File: config.mk
export PLATFORM = sky130hd
export DESIGN_NAME = frtc_counter
export DESIGN_NICKNAME = d
export VERILOG_FILES = /design/src/frtc_pkg.sv /design/src/frtc_counter.sv /design/src/frtc_prescaler.sv
export SDC_FILE = /design/constraint.sdc
export NUM_CORES = 1
export LEC_CHECK = 0
export BUFFER_PORTS_ARGS = -buffer_cell sky130_fd_sc_hd__buf_2
export CAP_MARGIN = 5
export CELL_PAD_IN_SITES_DETAIL_PLACEMENT = 1
export CELL_PAD_IN_SITES_GLOBAL_PLACEMENT = 1
export CORE_UTILIZATION = 39
export CTS_BUF_LIST = sky130_fd_sc_hd__clkbuf_8
export CTS_CLUSTER_SIZE = 30
export DETAILED_ROUTE_END_ITERATION = 6
export PLACE_DENSITY_LB_ADDON = 0.08
export SETUP_SLACK_MARGIN = 0.4
export SYNTH_ARGS = -nofsm -noshare
export SYNTH_HDL_FRONTEND = slang
export SYNTH_HIERARCHICAL = 1
export SYNTH_SLANG_ARGS = --single-unit
File: constraint.sdc
create_clock -name ref_clk -period 3.1 [get_ports ref_clk]
set_input_delay 0 -clock ref_clk [delete_from_list [all_inputs] [get_ports ref_clk]]
set_output_delay 0 -clock ref_clk [all_outputs]
set_load 0.01 [all_outputs]
File: src/frtc_pkg.sv
// constants shared by the free-running timer counter files
package frtc_pkg;
  localparam int unsigned CNT_W          = 16;
  localparam logic [15:0] CNT_RESET      = 16'h0000;
  localparam logic [15:0] CNT_ALL_ONES   = 16'hffff;
  localparam logic [15:0] MOD_RESET      = 16'h0000;
  localparam int unsigned NUM_PCLK       = 6;
  localparam int unsigned FIXED_STAGES   = 5;
  localparam int unsigned FIXED_STEP_LOG = 1;    // each fixed stage divides by two
  localparam int unsigned SEL_DIV_W      = 2;
  localparam int unsigned SEL_CNT_W      = 10;
  localparam logic [9:0]  SEL_DIV_0      = 10'h03f; // divide by 64
  localparam logic [9:0]  SEL_DIV_1      = 10'h07f; // divide by 128
  localparam logic [9:0]  SEL_DIV_2      = 10'h0ff; // divide by 256
  localparam logic [9:0]  SEL_DIV_3      = 10'h1ff; // divide by 512
  localparam logic [2:0]  CLK_SEL_RISE   = 3'h6;
  localparam logic [2:0]  CLK_SEL_FALL   = 3'h7;
  localparam logic [2:0]  IRQ_LEVEL_OFF  = 3'h0;
  localparam logic [5:0]  SUBMODULE_NUM  = 6'h0c;
  localparam int unsigned EDGE_GUARD_CYC = 2;    // cycles of external edge masking
  localparam logic [1:0]  LOAD_EDGE_RISE = 2'h1;
  localparam logic [1:0]  LOAD_EDGE_FALL = 2'h2;
  localparam logic [1:0]  LOAD_EDGE_BOTH = 2'h3;
endpackage : frtc_pkg

File: src/frtc_counter.sv
// free-running 16-bit timer counter with modulus variant and interrupt output
// What this block does
// - freeze request with honor bit set holds prescaler and counter
// - host register access works unchanged while frozen
// - pin level status keeps tracking the pin while frozen
// - honor bit clear ignores freeze request entirely
// - processor stop does not stop the timer
// - prescaler gives five fixed enables and one selectable of four ratios
// - no prescaler tap counts until software sets prescaler run; pin edges count without it
// - wrap from all ones to zero sets sticky overflow flag
// - counter reads live; host write loads it at once
// - reset clears the counter
// - host write of zero over all ones sets no flag
// - three-bit select picks six taps or pin rising or falling edge
// - select change cannot cause a spurious external count
// - pin is synchronised and its level is a status bit
// - two drive bits choose time-base bus output
// - request raised when flag set and level nonzero
// - contend only when level exceeds processor priority mask
// - arbitration number is three config bits plus own top bit
// - vector is two config bits over submodule number
// - unused bits read zero and ignore writes
// - modulus latch reloads counter on overflow or load-pin edge
// - counter write loads counter and modulus latch together
// - reset clears latch; zero latch gives free-running behaviour
// - all-ones latch sets overflow on every count pulse
`timescale 1ns/10ps
`default_nettype none
module frtc_counter
  import frtc_pkg::*;
#(
  parameter bit MODULUS_EN = 1'b1
)(
  input  wire logic        ref_clk,
  input  wire logic        rst_b,
  input  wire logic        clkEn,
  input  wire logic        freezeReq,
  input  wire logic        freezeHonor,
  input  wire logic        prescalerRun,
  input  wire logic [1:0]  prescalerDivSel,
  input  wire logic [2:0]  clockSel,
  input  wire logic        driveBusFirst,
  input  wire logic        driveBusSecond,
  input  wire logic [2:0]  irqLevel,
  input  wire logic        arbNumberTopBit,
  input  wire logic [2:0]  arbNumberLow,
  input  wire logic [1:0]  isrNumberUpper,
  input  wire logic [2:0]  cpuPriorityMask,
  input  wire logic        extCountPin,
  input  wire logic        modLoadPin,
  input  wire logic [1:0]  modLoadEdge,
  input  wire logic        cntWrite,
  input  wire logic [15:0] cntWrData,
  input  wire logic        modWrite,
  input  wire logic [15:0] modWrData,
  input  wire logic        ovfClear,
  output logic      [15:0] cntValue,
  output logic      [15:0] modValue,
  output logic             overflowFlag,
  output logic             extPinLevel,
  output logic             modPinLevel,
  output logic      [15:0] timeBusFirst,
  output logic             timeBusFirstEn,
  output logic      [15:0] timeBusSecond,
  output logic             timeBusSecondEn,
  output logic             irqRequest,
  output logic             irqContend,
  output logic      [3:0]  arbNumber,
  output logic      [7:0]  irqVector
);
  initial begin
    if (CNT_W != 16) $error("frtc_counter serves a 16-bit counter only");
  end

  ////////////////////////////////////////////////////////////////////////////
  // clock enable, freeze and prescaler
  logic                frozen;
  logic                runEn;
  logic [NUM_PCLK-1:0] pclkEn;

  assign frozen = freezeReq && freezeHonor;
  assign runEn  = prescalerRun && !frozen;  // stop of cpu never reaches here

  frtc_prescaler u_prescaler (
    .ref_clk (ref_clk),
    .rst_b   (rst_b),
    .clkEn   (clkEn),
    .runEn   (runEn),
    .divSel  (prescalerDivSel),
    .pclkEn  (pclkEn)
  );

  ////////////////////////////////////////////////////////////////////////////
  // pin synchronisers and edge detect; keep running while frozen
  logic [2:0] extSync_q;
  logic [2:0] modSync_q;
  always_ff @(posedge ref_clk) begin
    if (!rst_b) begin
      extSync_q <= 3'h0;
      modSync_q <= 3'h0;
    end else if (clkEn) begin
      extSync_q <= {extSync_q[1:0], extCountPin};
      modSync_q <= {modSync_q[1:0], modLoadPin};
    end
  end
  logic extRise;
  logic extFall;
  logic modRise;
  logic modFall;
  assign extRise = extSync_q[1] && !extSync_q[2];
  assign extFall = !extSync_q[1] && extSync_q[2];
  assign modRise = modSync_q[1] && !modSync_q[2];
  assign modFall = !modSync_q[1] && modSync_q[2];

  // mask external edges for a short guard after a select change
  logic [2:0] clkSelPrev_q;
  logic [1:0] guardCnt_q;
  logic [1:0] guardCnt_d;
  logic       selChanged;
  assign selChanged = (clockSel != clkSelPrev_q);
  assign guardCnt_d = selChanged ? 2'(EDGE_GUARD_CYC) :
                      (guardCnt_q != 2'h0) ? guardCnt_q - 2'h1 : 2'h0;
  always_ff @(posedge ref_clk) begin
    if (!rst_b) begin
      clkSelPrev_q <= 3'h0;
      guardCnt_q   <= 2'h0;
    end else if (clkEn) begin
      clkSelPrev_q <= clockSel;
      guardCnt_q   <= guardCnt_d;
    end
  end

  ////////////////////////////////////////////////////////////////////////////
  // source selection, one enable per count
  logic [7:0] pclkPad;
  logic extGate;
  logic countTick;
  assign pclkPad = {2'b00, pclkEn}; // padded so every select value indexes in range
  assign extGate = !selChanged && (guardCnt_q == 2'h0) && !frozen && clkEn;
  assign countTick = (clockSel == CLK_SEL_RISE) ? (extRise && extGate) :
                     (clockSel == CLK_SEL_FALL) ? (extFall && extGate) :
                     pclkPad[clockSel];

  ////////////////////////////////////////////////////////////////////////////
  // counter, modulus latch and overflow flag
  logic [15:0] cnt_q;
  logic [15:0] cnt_d;
  logic [15:0] mod_q;
  logic [15:0] mod_d;
  logic        ovf_q;
  logic        ovf_d;
  logic        wrapEvt;
  logic        loadPinEvt;
  logic        modLoadHit;
  logic [15:0] reloadVal;

  assign wrapEvt    = countTick && (cnt_q == CNT_ALL_ONES);
  assign modLoadHit = ((modLoadEdge == LOAD_EDGE_RISE) && modRise) ||
                      ((modLoadEdge == LOAD_EDGE_FALL) && modFall) ||
                      ((modLoadEdge == LOAD_EDGE_BOTH) && (modRise || modFall));
  assign loadPinEvt = MODULUS_EN && modLoadHit && !frozen;
  assign reloadVal  = MODULUS_EN ? mod_q : CNT_RESET; // zero latch acts free-running

  // host write first, then reload, then increment
  assign cnt_d = cntWrite   ? cntWrData :
                 (wrapEvt || loadPinEvt) ? reloadVal :
                 countTick  ? cnt_q + 16'h0001 : cnt_q;
  assign mod_d = (MODULUS_EN && cntWrite) ? cntWrData :
                 (MODULUS_EN && modWrite) ? modWrData : mod_q;
  // host write has priority, so a zero write over all ones sets no flag
  // hardware set wins over software clear
  assign ovf_d = (wrapEvt && !cntWrite) ? 1'b1 : (ovfClear ? 1'b0 : ovf_q);

  always_ff @(posedge ref_clk) begin
    if (!rst_b) begin
      cnt_q <= CNT_RESET;
      mod_q <= MOD_RESET;
      ovf_q <= 1'b0;
    end else if (clkEn) begin
      cnt_q <= cnt_d;
      mod_q <= mod_d;
      ovf_q <= ovf_d;
    end
  end

  ////////////////////////////////////////////////////////////////////////////
  // outputs: bus drive, interrupt, arbitration and vector
  logic        irqReq_d;
  logic        contend_d;
  logic [15:0] busFirst_q;
  logic [15:0] busSecond_q;
  logic        busFirstEn_q;
  logic        busSecondEn_q;
  logic        irqReq_q;
  logic        contend_q;
  logic [3:0]  arb_q;
  logic [7:0]  vec_q;
  logic        extLvl_q;
  logic        modLvl_q;

  assign irqReq_d  = ovf_d && (irqLevel != IRQ_LEVEL_OFF);
  assign contend_d = irqReq_d && (irqLevel > cpuPriorityMask);

  always_ff @(posedge ref_clk) begin
    if (!rst_b) begin
      busFirst_q    <= 16'h0000;
      busSecond_q   <= 16'h0000;
      busFirstEn_q  <= 1'b0;
      busSecondEn_q <= 1'b0;
      irqReq_q      <= 1'b0;
      contend_q     <= 1'b0;
      arb_q         <= 4'h0;
      vec_q         <= 8'h00;
      extLvl_q      <= 1'b0;
      modLvl_q      <= 1'b0;
    end else if (clkEn) begin
      busFirst_q    <= driveBusFirst ? cnt_d : 16'h0000;
      busSecond_q   <= driveBusSecond ? cnt_d : 16'h0000;
      busFirstEn_q  <= driveBusFirst;
      busSecondEn_q <= driveBusSecond;
      irqReq_q      <= irqReq_d;
      contend_q     <= contend_d;
      arb_q         <= {arbNumberTopBit, arbNumberLow};
      vec_q         <= {isrNumberUpper, SUBMODULE_NUM};
      extLvl_q      <= extSync_q[1];
      modLvl_q      <= modSync_q[1];
    end
  end

  assign cntValue        = cnt_q;
  assign modValue        = MODULUS_EN ? mod_q : 16'h0000;
  assign overflowFlag    = ovf_q;
  assign extPinLevel     = extLvl_q;
  assign modPinLevel     = modLvl_q;
  assign timeBusFirst    = busFirst_q;
  assign timeBusFirstEn  = busFirstEn_q;
  assign timeBusSecond   = busSecond_q;
  assign timeBusSecondEn = busSecondEn_q;
  assign irqRequest      = irqReq_q;
  assign irqContend      = contend_q;
  assign arbNumber       = arb_q;
  assign irqVector       = vec_q;
endmodule : frtc_counter
`default_nettype wire

File: src/frtc_prescaler.sv
// prescaler producing six single-cycle count enables
`timescale 1ns/10ps
`default_nettype none
module frtc_prescaler
  import frtc_pkg::*;
(
  input  wire logic                 ref_clk,
  input  wire logic                 rst_b,
  input  wire logic                 clkEn,
  input  wire logic                 runEn,
  input  wire logic [SEL_DIV_W-1:0] divSel,
  output logic      [NUM_PCLK-1:0]  pclkEn
);
  logic [SEL_CNT_W-1:0] divCnt_q;
  logic [SEL_CNT_W-1:0] divCnt_d;
  logic [SEL_CNT_W-1:0] selMask;
  logic [NUM_PCLK-1:0]  pclk_d;
  logic [NUM_PCLK-1:0]  pclk_q;

  // divider chain advances only while running and not frozen
  assign divCnt_d = divCnt_q + 10'h001;
  assign selMask  = (divSel == 2'h0) ? SEL_DIV_0 :
                    (divSel == 2'h1) ? SEL_DIV_1 :
                    (divSel == 2'h2) ? SEL_DIV_2 : SEL_DIV_3;

  // five fixed taps: divide by 2, 4, 8, 16, 32
  genvar gi;
  generate
    for (gi = 0; gi < FIXED_STAGES; gi++) begin : g_tap
      localparam logic [SEL_CNT_W-1:0] TapMask =
        SEL_CNT_W'((1 << ((gi + 1) * FIXED_STEP_LOG)) - 1);
      assign pclk_d[gi] = runEn && ((divCnt_q & TapMask) == TapMask);
    end
  endgenerate
  assign pclk_d[NUM_PCLK-1] = runEn && ((divCnt_q & selMask) == selMask);

  // enables are registered so each lasts one clock
  always_ff @(posedge ref_clk) begin
    if (!rst_b) begin
      divCnt_q <= '0;
      pclk_q   <= '0;
    end else if (clkEn) begin
      divCnt_q <= runEn ? divCnt_d : divCnt_q;
      pclk_q   <= pclk_d;
    end
  end
  assign pclkEn = pclk_q & {NUM_PCLK{clkEn && runEn}}; // a stale enable dies with run
endmodule : frtc_prescaler
`default_nettype wire

* Yosys cells after proc, flatten, opt, wreduce, memory -nomap -nowiden
Index checks and enable logic that the tools add are counted.
** Storage, ports and cells
- Bits in registers :: 106
- Output and inout bits :: 83
- Word-level logic and storage cells :: 102
** Operators by class
- $add $sub $neg :: 3
- $lt $le $gt $ge :: 2
- Eq/ne operators :: 14
- Muxes and demuxes :: 18
- Bitwise gates (word level) :: 2
- Reduce and logical (&&, ||, !) cells :: 44
** Operators by type and width (number)
- 16-bit two-way mux :: 7
- 1-bit logical AND :: 26
- 10-bit two-way mux :: 2
- 16-bit by 1-bit adder with 16-bit output, second input constant :: 1
- 16-bit equality test, second input constant :: 1
- 10-bit by 1-bit adder with 10-bit output, second input constant :: 1
- 10-bit AND :: 1
- 10-bit equality test :: 1
- 3-bit equality test, second input constant :: 3
- 9-bit two-way mux :: 1
- 2-bit equality test, second input constant :: 4
- 1-bit logical NOT :: 7
- 6-bit AND :: 1
- 5-bit equality test, second input constant :: 1
- 1-bit two-way mux :: 5
- 2-bit by 1-bit equality test with 1-bit output, second input constant :: 2
- 4-bit equality test, second input constant :: 1
- 2-bit logical NOT :: 2
- 1-bit logical OR :: 4
- 3-bit by 4-bit < comparator with 1-bit output, second input constant :: 1
- 2-bit two-way mux :: 2
- 2-bit AND reduction :: 2
- 2-bit nonzero test :: 2
- 1-bit binary-select mux with 3-bit select :: 1
- 4 further kinds :: 4

* Longest topological paths before layout
Gate-level depths: netlist of run 1.
- Depth in word-level cells :: 14
- Mapped depth :: 12

* Modules after synthesis
The synthesis of run 1 kept the hierarchy.
** Modules (own cells, without submodules)
- frtc_counter :: times used 1, cells an instance 507, area each 4290.4 µm², seq. area each 1741.7 µm²
- frtc_prescaler :: times used 1, cells an instance 85, area each 764.5 µm², seq. area each 300.3 µm²

* Worst setup path before layout of run 1
No wires, ideal clock.
- Path kind :: in2reg
- Start point :: in freezeReq
- End point :: reg cnt_q[6] (netlist: cntValue[6])
- Setup time :: 0.060 ns
- Arrival time :: 2.423 ns
- Slack :: 0.617 ns
- Stages on the path :: 12
- Buffers on the path :: 1
- Path through :: and2_4 -> nor2b_1 -> nand2_4 -> nor2_1 -> mux2i_1 -> mux4_2 -> o41ai_4 -> nand2_1 -> buf_2 -> o31a_1 -> o41ai_2 -> a22o_1
** Between the ends
- Cells in the longest elaborated chain, start to end :: 13
- Elaborated cells on any way between the ends :: 19
** Ends and longest elaborated chain
- from (decl) :: line frtc_counter.sv:37 : input wire logic freezeReq,
- 1-bit logical AND (*) :: line frtc_counter.sv:81 : assign frozen = freezeReq && freezeHonor;
- 1-bit logical NOT (*) :: line frtc_counter.sv:82 : assign runEn = prescalerRun && !frozen;
- 1-bit logical AND (*) :: line frtc_counter.sv:82
- named net runEn :: line frtc_counter.sv:78 : logic runEn;
- 1-bit logical AND (*) :: line frtc_prescaler.sv:47 : assign pclkEn = pclk_q & {NUM_PCLK{clkEn && runEn}};
- 6-bit AND (*) :: line frtc_prescaler.sv:47
- named net pclkEn[3] :: line frtc_counter.sv:79 : logic [NUM_PCLK-1:0] pclkEn;
- 1-bit binary-select mux with 3-bit select (*) :: line frtc_counter.sv:142 : pclkPad[clockSel];
- 1-bit two-way mux (not written as such) (*) :: line frtc_counter.sv:142
- 1-bit two-way mux (*) :: line frtc_counter.sv:141 : (clockSel == CLK_SEL_FALL) ? (extFall && extGate) :
- 1-bit two-way mux (*) :: line frtc_counter.sv:140 : assign countTick = (clockSel == CLK_SEL_RISE) ? (extRise && extGate) :
- 1-bit logical AND :: line frtc_counter.sv:157 : assign wrapEvt = countTick && (cnt_q == CNT_ALL_ONES);
- 1-bit logical OR :: line frtc_counter.sv:166 : (wrapEvt || loadPinEvt) ? reloadVal :
- 16-bit two-way mux (*) :: line frtc_counter.sv:166
- 16-bit two-way mux (*) :: line frtc_counter.sv:165 : assign cnt_d = cntWrite ? cntWrData :
- to (signal assigned) :: line frtc_counter.sv:180 : cnt_q <= cnt_d;
- to (decl) :: line frtc_counter.sv:146 : logic [15:0] cnt_q;
Mark *: on every way through the listed nets, which the timed path passes. The rest lies on a longest branch. The select of a mux whose other input is x is not followed.
A chain may end at the register's enable or synchronous reset.

* Final worst setup path of run 1
- Start point :: reg u_prescaler.pclk_q[5]
- End point :: reg busSecond_q[9] (netlist: timeBusSecond[9])
** Between the ends
- Cells in the longest elaborated chain, start to end :: 10
- Elaborated cells on any way between the ends :: 11
** Ends and longest elaborated chain
- from (decl) :: line frtc_prescaler.sv:18 : logic [NUM_PCLK-1:0] pclk_q;
- from (signal assigned) :: line frtc_prescaler.sv:44 : pclk_q <= pclk_d;
- 6-bit AND (*) :: line frtc_prescaler.sv:47
- named net pclkEn[5] :: line frtc_counter.sv:79
- 1-bit binary-select mux with 3-bit select (*) :: line frtc_counter.sv:142
- 1-bit two-way mux (not written as such) (*) :: line frtc_counter.sv:142
- 1-bit two-way mux (*) :: line frtc_counter.sv:141
- 1-bit two-way mux (*) :: line frtc_counter.sv:140
- 1-bit logical AND :: line frtc_counter.sv:157
- 1-bit logical OR :: line frtc_counter.sv:166
- 16-bit two-way mux (*) :: line frtc_counter.sv:166
- 16-bit two-way mux (*) :: line frtc_counter.sv:165
- 16-bit two-way mux (*) :: line frtc_counter.sv:218 : busSecond_q <= driveBusSecond ? cnt_d : 16'h0000;
- to (signal assigned) :: line frtc_counter.sv:218
- to (decl) :: line frtc_counter.sv:191 : logic [15:0] busSecond_q;
Marks and branches as above.

==> results of run 1 <==
-- cell families after synthesis --
kind of cell,after synthesis,synth area share (%)
mux,30,6.19
xor+xnor,11,1.91
fa+ha+maj,9,2.23
flops,102,40.4
simple gates,215,20.9
buf+inv,63,5.20
compound gates,161,23.1
other cells,1,0.0742
-- sequential cells by signal, indices dropped and copies added, names as in the netlist --
name and count:
clkSelPrev_q 3, modSync_q 3, modValue 16, extSync_q 3
guardCnt_q 2, overflowFlag 1, timeBusSecond 16, irqContend 1
timeBusFirstEn 1, u_prescaler/divCnt_q 9, timeBusFirst 16, cntValue 16
timeBusSecondEn 1, irqRequest 1, irqVector 3, arbNumber 4
u_prescaler/pclk_q 6
-- power by group --
group          internal [mW]  switching [mW]  leakage (nW)
Clock                  0.368           0.478        0.0948
Sequential              1.37          0.0629         0.835
Combinational          0.234           0.287          2.08
-- how the worst min path moves through the flow --
stage,depth (start not counted),end,slack [ns],from
after detailed placement,3,irqVector[7],0.24,isrNumberUpper[1]
after global routing,3,timeBusSecond[8],0.02,cntWrData[8]
after global placement,3,irqVector[7],0.24,isrNumberUpper[1]
after CTS,4,u_prescaler/pclk_q[5],0.005,prescalerDivSel[0]
after floorplan,2,extSync_q[0],0.15,extCountPin
final,4,u_prescaler/pclk_q[5],0.005,prescalerDivSel[0]
-- worst reg2reg max path: cells and delay by family (launching register included) --
| kind | cells | cell delay [ns] |
|---|---|---|
| mux | 1 | 0.50 |
| buf+inv | 3 | 0.55 |
| flops | 1 | 0.40 |
| simple gates | 2 | 0.25 |
| compound gates | 5 | 0.77 |
-- final cells by class --
class	instances	area (sq um)	share of cell area (%)
Tap cell	172	215	3.19
Clock inverter	7	65.1	0.966
Sequential cell	102	2040	30.3
Multi-Input combinational cell	430	2830	42.0
Timing Repair Buffer	215	1390	20.7
Inverter	18	67.6	1.00
Clock buffer	9	124	1.84
-- synth_stat cells, drive strengths merged (4+ instances only) --
master  instances  area, sq um
a211oi         12         90.1
a21boi          7         52.6
a21oi          21          105
a221o           4         40.0
a22o            8         70.1
a22oi           5         37.5
a311oi         13          114
a31oi           5         31.3
a32oi           7         61.3
and2           10         66.3
and3           14         93.8
buf            12         71.3
clkbuf         33          124
dfxtp         102         2040
ha              9          113
inv            17         63.8
mux2i          29          290
nand2          63          244
nand2b          4         25.0
nand3          18         90.1
nand4           4         25.0
nor2           69          259
nor2b           8         50.1
nor3            6         35.0
o21ai          42          210
o221ai          8         70.1
o41ai           4         68.8
or2             4         25.0
xnor2           9         78.8
-- layer usage --
metal	track usage (%)	vias up	routed length, microns
li1	-	2505	-
met1	31.0	2605	7430
met2	51.5	123	9580
met3	4.24	29	803
met4	11.9	0	426
met5	0	-	0
-- what timing repair did --
| action | 4_1_cts | 5_1_grt |
|---|---|---|
| pin swaps | 1 | 1 |
| resized for setup | 2 | 13 |
| hold buffers | 51 | 0 |
| gates cloned | 0 | 0 |
| setup endpoints to repair | 39 | 20 |
| hold endpoints to repair | 46 | 0 |
| setup buffers | 1 | 3 |
==> results.txt, run 1 <==
CTS tree -> built
dpl cell area -> 5940 sq um
Final Cycle Share -> 82.7%
slowest CP cell -> mux4_2
clk slew on worst S/H paths -> 0.10 ns
HPWL after detailed placement -> 12600 microns
pwr/cell area -> 416 nW/um^2
FF+latch count, synth -> 102
Post-Synthesis Cell Area -> 5050 sq um
fill count -> 1561
Antenna Cells -> 0
port bufs -> 142
Max clock buf depth -> 2
largest fanout on the critical path -> 13
Post-synth top flop -> dfxtp_1
DR vias -> 5262
Critical Path Sink -> timeBusSecond[9]
crit path cell chain -> and3_2 > nand2b_1 > mux4_2 > o41ai_4 > buf_6 > a41oi_1 > buf_6 > o32ai_1 > a211oi_1 > buf_4 > a221o_1
Total Wirelength -> 18200 microns
grt ovf -> 0
first-pass GRT wire length -> 28100 microns
pin count of the biggest net entering global routing -> 44
commonest non-fill, non-tap cell in the layout -> buf_2
initial antenna violation count -> 0
WHS -> 0.00482 ns
Relative slew margins -> 53.4%
RD Place Congestion -> 0.891
fin area -> 6740 sq um
crit end category -> flop
DRT iter0 DRCs -> 232
reg2reg path depth -> 11
delay-heaviest family, CP -> compound AO/OA/AOI/OAI gates
Syn. warnings -> 6
CTS Root Cell -> clkbuf_8
RSZ-0062 raised after global routing -> yes
setup slack, reg-to-reg -> 0.54 ns
Tot Pwr -> 2.80 mW
setup TNS -> 0 ns
die width -> 116 microns
critical path's most frequent cell -> buf_6
crit-path max cell delay -> 0.50 ns
post-route insts no fill -> 953
Layout Skew -> 0.00604 ns
ys async rst share -> 0%
PnR worst setup slack -> 0.536 ns
All-Layer GR Usage -> 27.6%
Hold/Removal Path Class -> in2reg
Worst VDD drop -> 0.188 mV
crit start category -> flop
Mean Syn Cell Area -> 8.54 sq um
pre-CTS WS -> 0.0978 ns
vias in the first global route -> 5516
Synth cell types -> 71
outcome -> finished, final reports clean
Max-Cap Viols -> 0
Post-synth EDFFs -> 0
CTS sink count -> 102
Arr. time, crit path -> 2.84 ns
crit path launch -> u_prescaler/pclk_q[5]
Final setup viols -> 0
R2R Path End -> timeBusSecond[9]
Cell Rows -> 41
critical path depth -> 11
H-tree levels -> 3
Pins Over Slew Limit -> 0
placed cells -> 882
Remaining DRCs -> 0
drt pass-1 iters -> 4
die height -> 116 microns
Final #Nets -> 849
DIE AREA -> 13400 sq um
routed len/inst -> 19.1 microns
core area -> 12600 sq um
Final Hold Viols -> 0
Syn Inst Count -> 592
WP data required -> 3.37 ns
Worst Path Buf+Inv -> 3
post-layout min period -> 2.56 ns
I/O pins -> 147
Syn-to-layout area delta -> 33.3%
final core occ -> 53.4%
most frequent cells in the layout -> 142 x buf_2, 100 x dfxtp_1, 67 x nor2_1
Initial Utilization -> 40.1%
antenna-violating nets left -> 0
kind of critical path -> reg2reg
CTS Buf Count -> 9
via-per-instance ratio -> 5.52
Clk Latency, worst-skew pair -> 0.38 ns
layout cell share with drive strength beyond 1 -> 27.5%
Achievable Freq -> 390 MHz
R2R Path Start -> u_prescaler/pclk_q[5]
Least-Margin Pin Slew -> 0.698 ns
Seq/Total Area, Yosys -> 40.4%
Pleak -> 3.01 nW
No activity file was read; power rests on OpenSTA's default activity.
==> inputs of run 2 (changes only) <==
Settings changed: CORE_UTILIZATION 39 to 35.
Clock period 3.1 ns to 2.1 ns, I/O delays scaled along.
==> run 2 against run 1 <==
Net effect: the run now ends with negative setup slack left; sequential power is 47% higher; register-to-register slack worse by 0.80 ns; flip-flop and latch count stayed put; hold slack better by 0.018 ns; core utilization is 3.7 points higher; critical path depth stayed put; non-clock buffer count is 69 higher; maximum frequency is 8.5% higher; critical endpoint is now timeBusFirst[3]; largest power group unchanged.
==> results.txt, run 2 (same netlist as run 1, synthesis figures left out) <==
final core occ -> 57.1%
Hold/Removal Path Class -> in2reg
commonest non-fill, non-tap cell in the layout -> buf_2
Final Cycle Share -> 113%
Antenna Cells -> 0
crit end category -> flop
post-layout min period -> 2.36 ns
RSZ-0062 raised after global routing -> yes
placed cells -> 947
Pins Over Slew Limit -> 0
die height -> 122 microns
CTS Root Cell -> clkbuf_8
dpl cell area -> 6510 sq um
Final Hold Viols -> 0
fill count -> 1640
RD Place Congestion -> 0.933
DIE AREA -> 14900 sq um
CTS tree -> built
Max clock buf depth -> 2
DRT iter0 DRCs -> 285
first-pass GRT wire length -> 31300 microns
post-route insts no fill -> 1030
Layout Skew -> 0.0115 ns
Total Wirelength -> 20700 microns
Least-Margin Pin Slew -> 0.755 ns
outcome -> finished with violations
Final #Nets -> 918
Arr. time, crit path -> 2.64 ns
Syn-to-layout area delta -> 57.9%
grt ovf -> 0
largest fanout on the critical path -> 8
Multi-input gate area -> 3380 sq um
DR vias -> 5699
port bufs -> 142
Cell Rows -> 43
initial antenna violation count -> 0
kind of critical path -> reg2reg
WP data required -> 2.38 ns
most frequent cells in the layout -> 142 x buf_2, 93 x dfxtp_1, 66 x buf_4
via-per-instance ratio -> 5.53
Max-Cap Viols -> 0
Remaining DRCs -> 0
All-Layer GR Usage -> 27.4%
HPWL after detailed placement -> 14000 microns
pre-CTS WS -> -0.479 ns
Clk Latency, worst-skew pair -> 0.38 ns
routed len/inst -> 20.1 microns
Achievable Freq -> 423 MHz
fin area -> 7980 sq um
Pleak -> 3.54 nW
setup slack, reg-to-reg -> -0.26 ns
crit start category -> flop
CTS sink count -> 102
failing checks -> negative setup slack
Initial Utilization -> 36.1%
pwr/cell area -> 563 nW/um^2
PnR worst setup slack -> -0.264 ns
Final setup viols -> 50
core area -> 14000 sq um
pin count of the biggest net entering global routing -> 44
H-tree levels -> 3
Worst VDD drop -> 0.356 mV
drt pass-1 iters -> 4
antenna-violating nets left -> 0
CTS Buf Count -> 9
die width -> 122 microns
sequential cell area -> 2050 sq um
clk slew on worst S/H paths -> 0.10 ns
layout cell share with drive strength beyond 1 -> 42.6%
I/O pins -> 147
Relative slew margins -> 49.6%
vias in the first global route -> 5985
[run 2: cell types whose count changed in the layout (fill, tap and decap cells not counted), moves of 5 or more]
| cell | before | now |
|---|---|---|
| o21ai_1 | 1 | 12 |
| buf_6 | 2 | 26 |
| dfxtp_2 | 2 | 9 |
| nand3_1 | 17 | 12 |
| buf_4 | 20 | 66 |
| a21oi_1 | 21 | 16 |
| dlygate4sd3_1 | 51 | 46 |
| dfxtp_1 | 100 | 93 |
| o21ai_2 | 0 | 14 |
| o21ai_0 | 41 | 16 |
[run 2: worst paths after layout]
| check | startpoint | depth (start not counted) | to |
|---|---|---|---|
| setup / recovery | modSync_q[1] | 11 | timeBusFirst[3] |
| hold / removal | prescalerDivSel[0] | 4 | u_prescaler/pclk_q[5] |
| setup reg to reg | modSync_q[1] | 11 | timeBusFirst[3] |
| hold reg to reg | timeBusFirst[4] | 2 | timeBusFirst[4] |
[run 2: final cells by class]
class                      instances  share of cell area [%]
sequential                       102                    25.7
inverter                          18                   0.846
tap                              180                    2.82
clock inverter                     3                   0.517
clock buffer                      13                    2.24
timing repair buffer             284                    25.5
multi-input combinational        430                    42.3
[run 2: power breakdown]
part / switching, mW / internal, mW
Sequential: 0.0735 / 2.02
Combinational: 0.549 / 0.483
Clock: 0.685 / 0.678
[run 2: worst max-delay path: stages (launching register included)]
cell and delay, ns:
dfxtp_2 0.33, buf_6 0.11, ha_4 0.25, nand2_2 0.06
a31oi_4 0.29, buf_6 0.15, a2bb2oi_2 0.26, buf_6 0.20
nand4_1 0.16, o2111ai_4 0.15, a21boi_4 0.20, o21ai_1 0.08
[run 2: timing repair]
| action | 4_1_cts | 5_1_grt |
|---|---|---|
| pin swaps | 33 | 25 |
| hold buffers | 46 | 0 |
| setup endpoints to repair | 51 | 52 |
| buffers inserted | 11 | 10 |
| endpoints found under the hold margin | 43 | 0 |
| resized for setup | 89 | 47 |
[run 2: layer usage]
metal  part of all wire, %  up-vias  wire, microns  GRT usage, %
li1                      -     2641              -             -
met1                    40     2868           8170          32.0
met2                    53      164          11000          49.6
met3                   5.9       26           1220          5.85
met4                   1.4        0            291          8.69
met5                     0        -              0             0
[run 2: through the flow]
stage	hold WS [ns]	TNS (ns)	total power, mW
after floorplan	0.147	-0.534	2.54
after global placement	0.234	-13.79	2.89
after detailed placement	0.252	-18.37	2.92
after CTS	0.0199	-6.81	4.46
after global routing	0.0211	-15.21	4.69
final	0.0232	-9.03	4.49
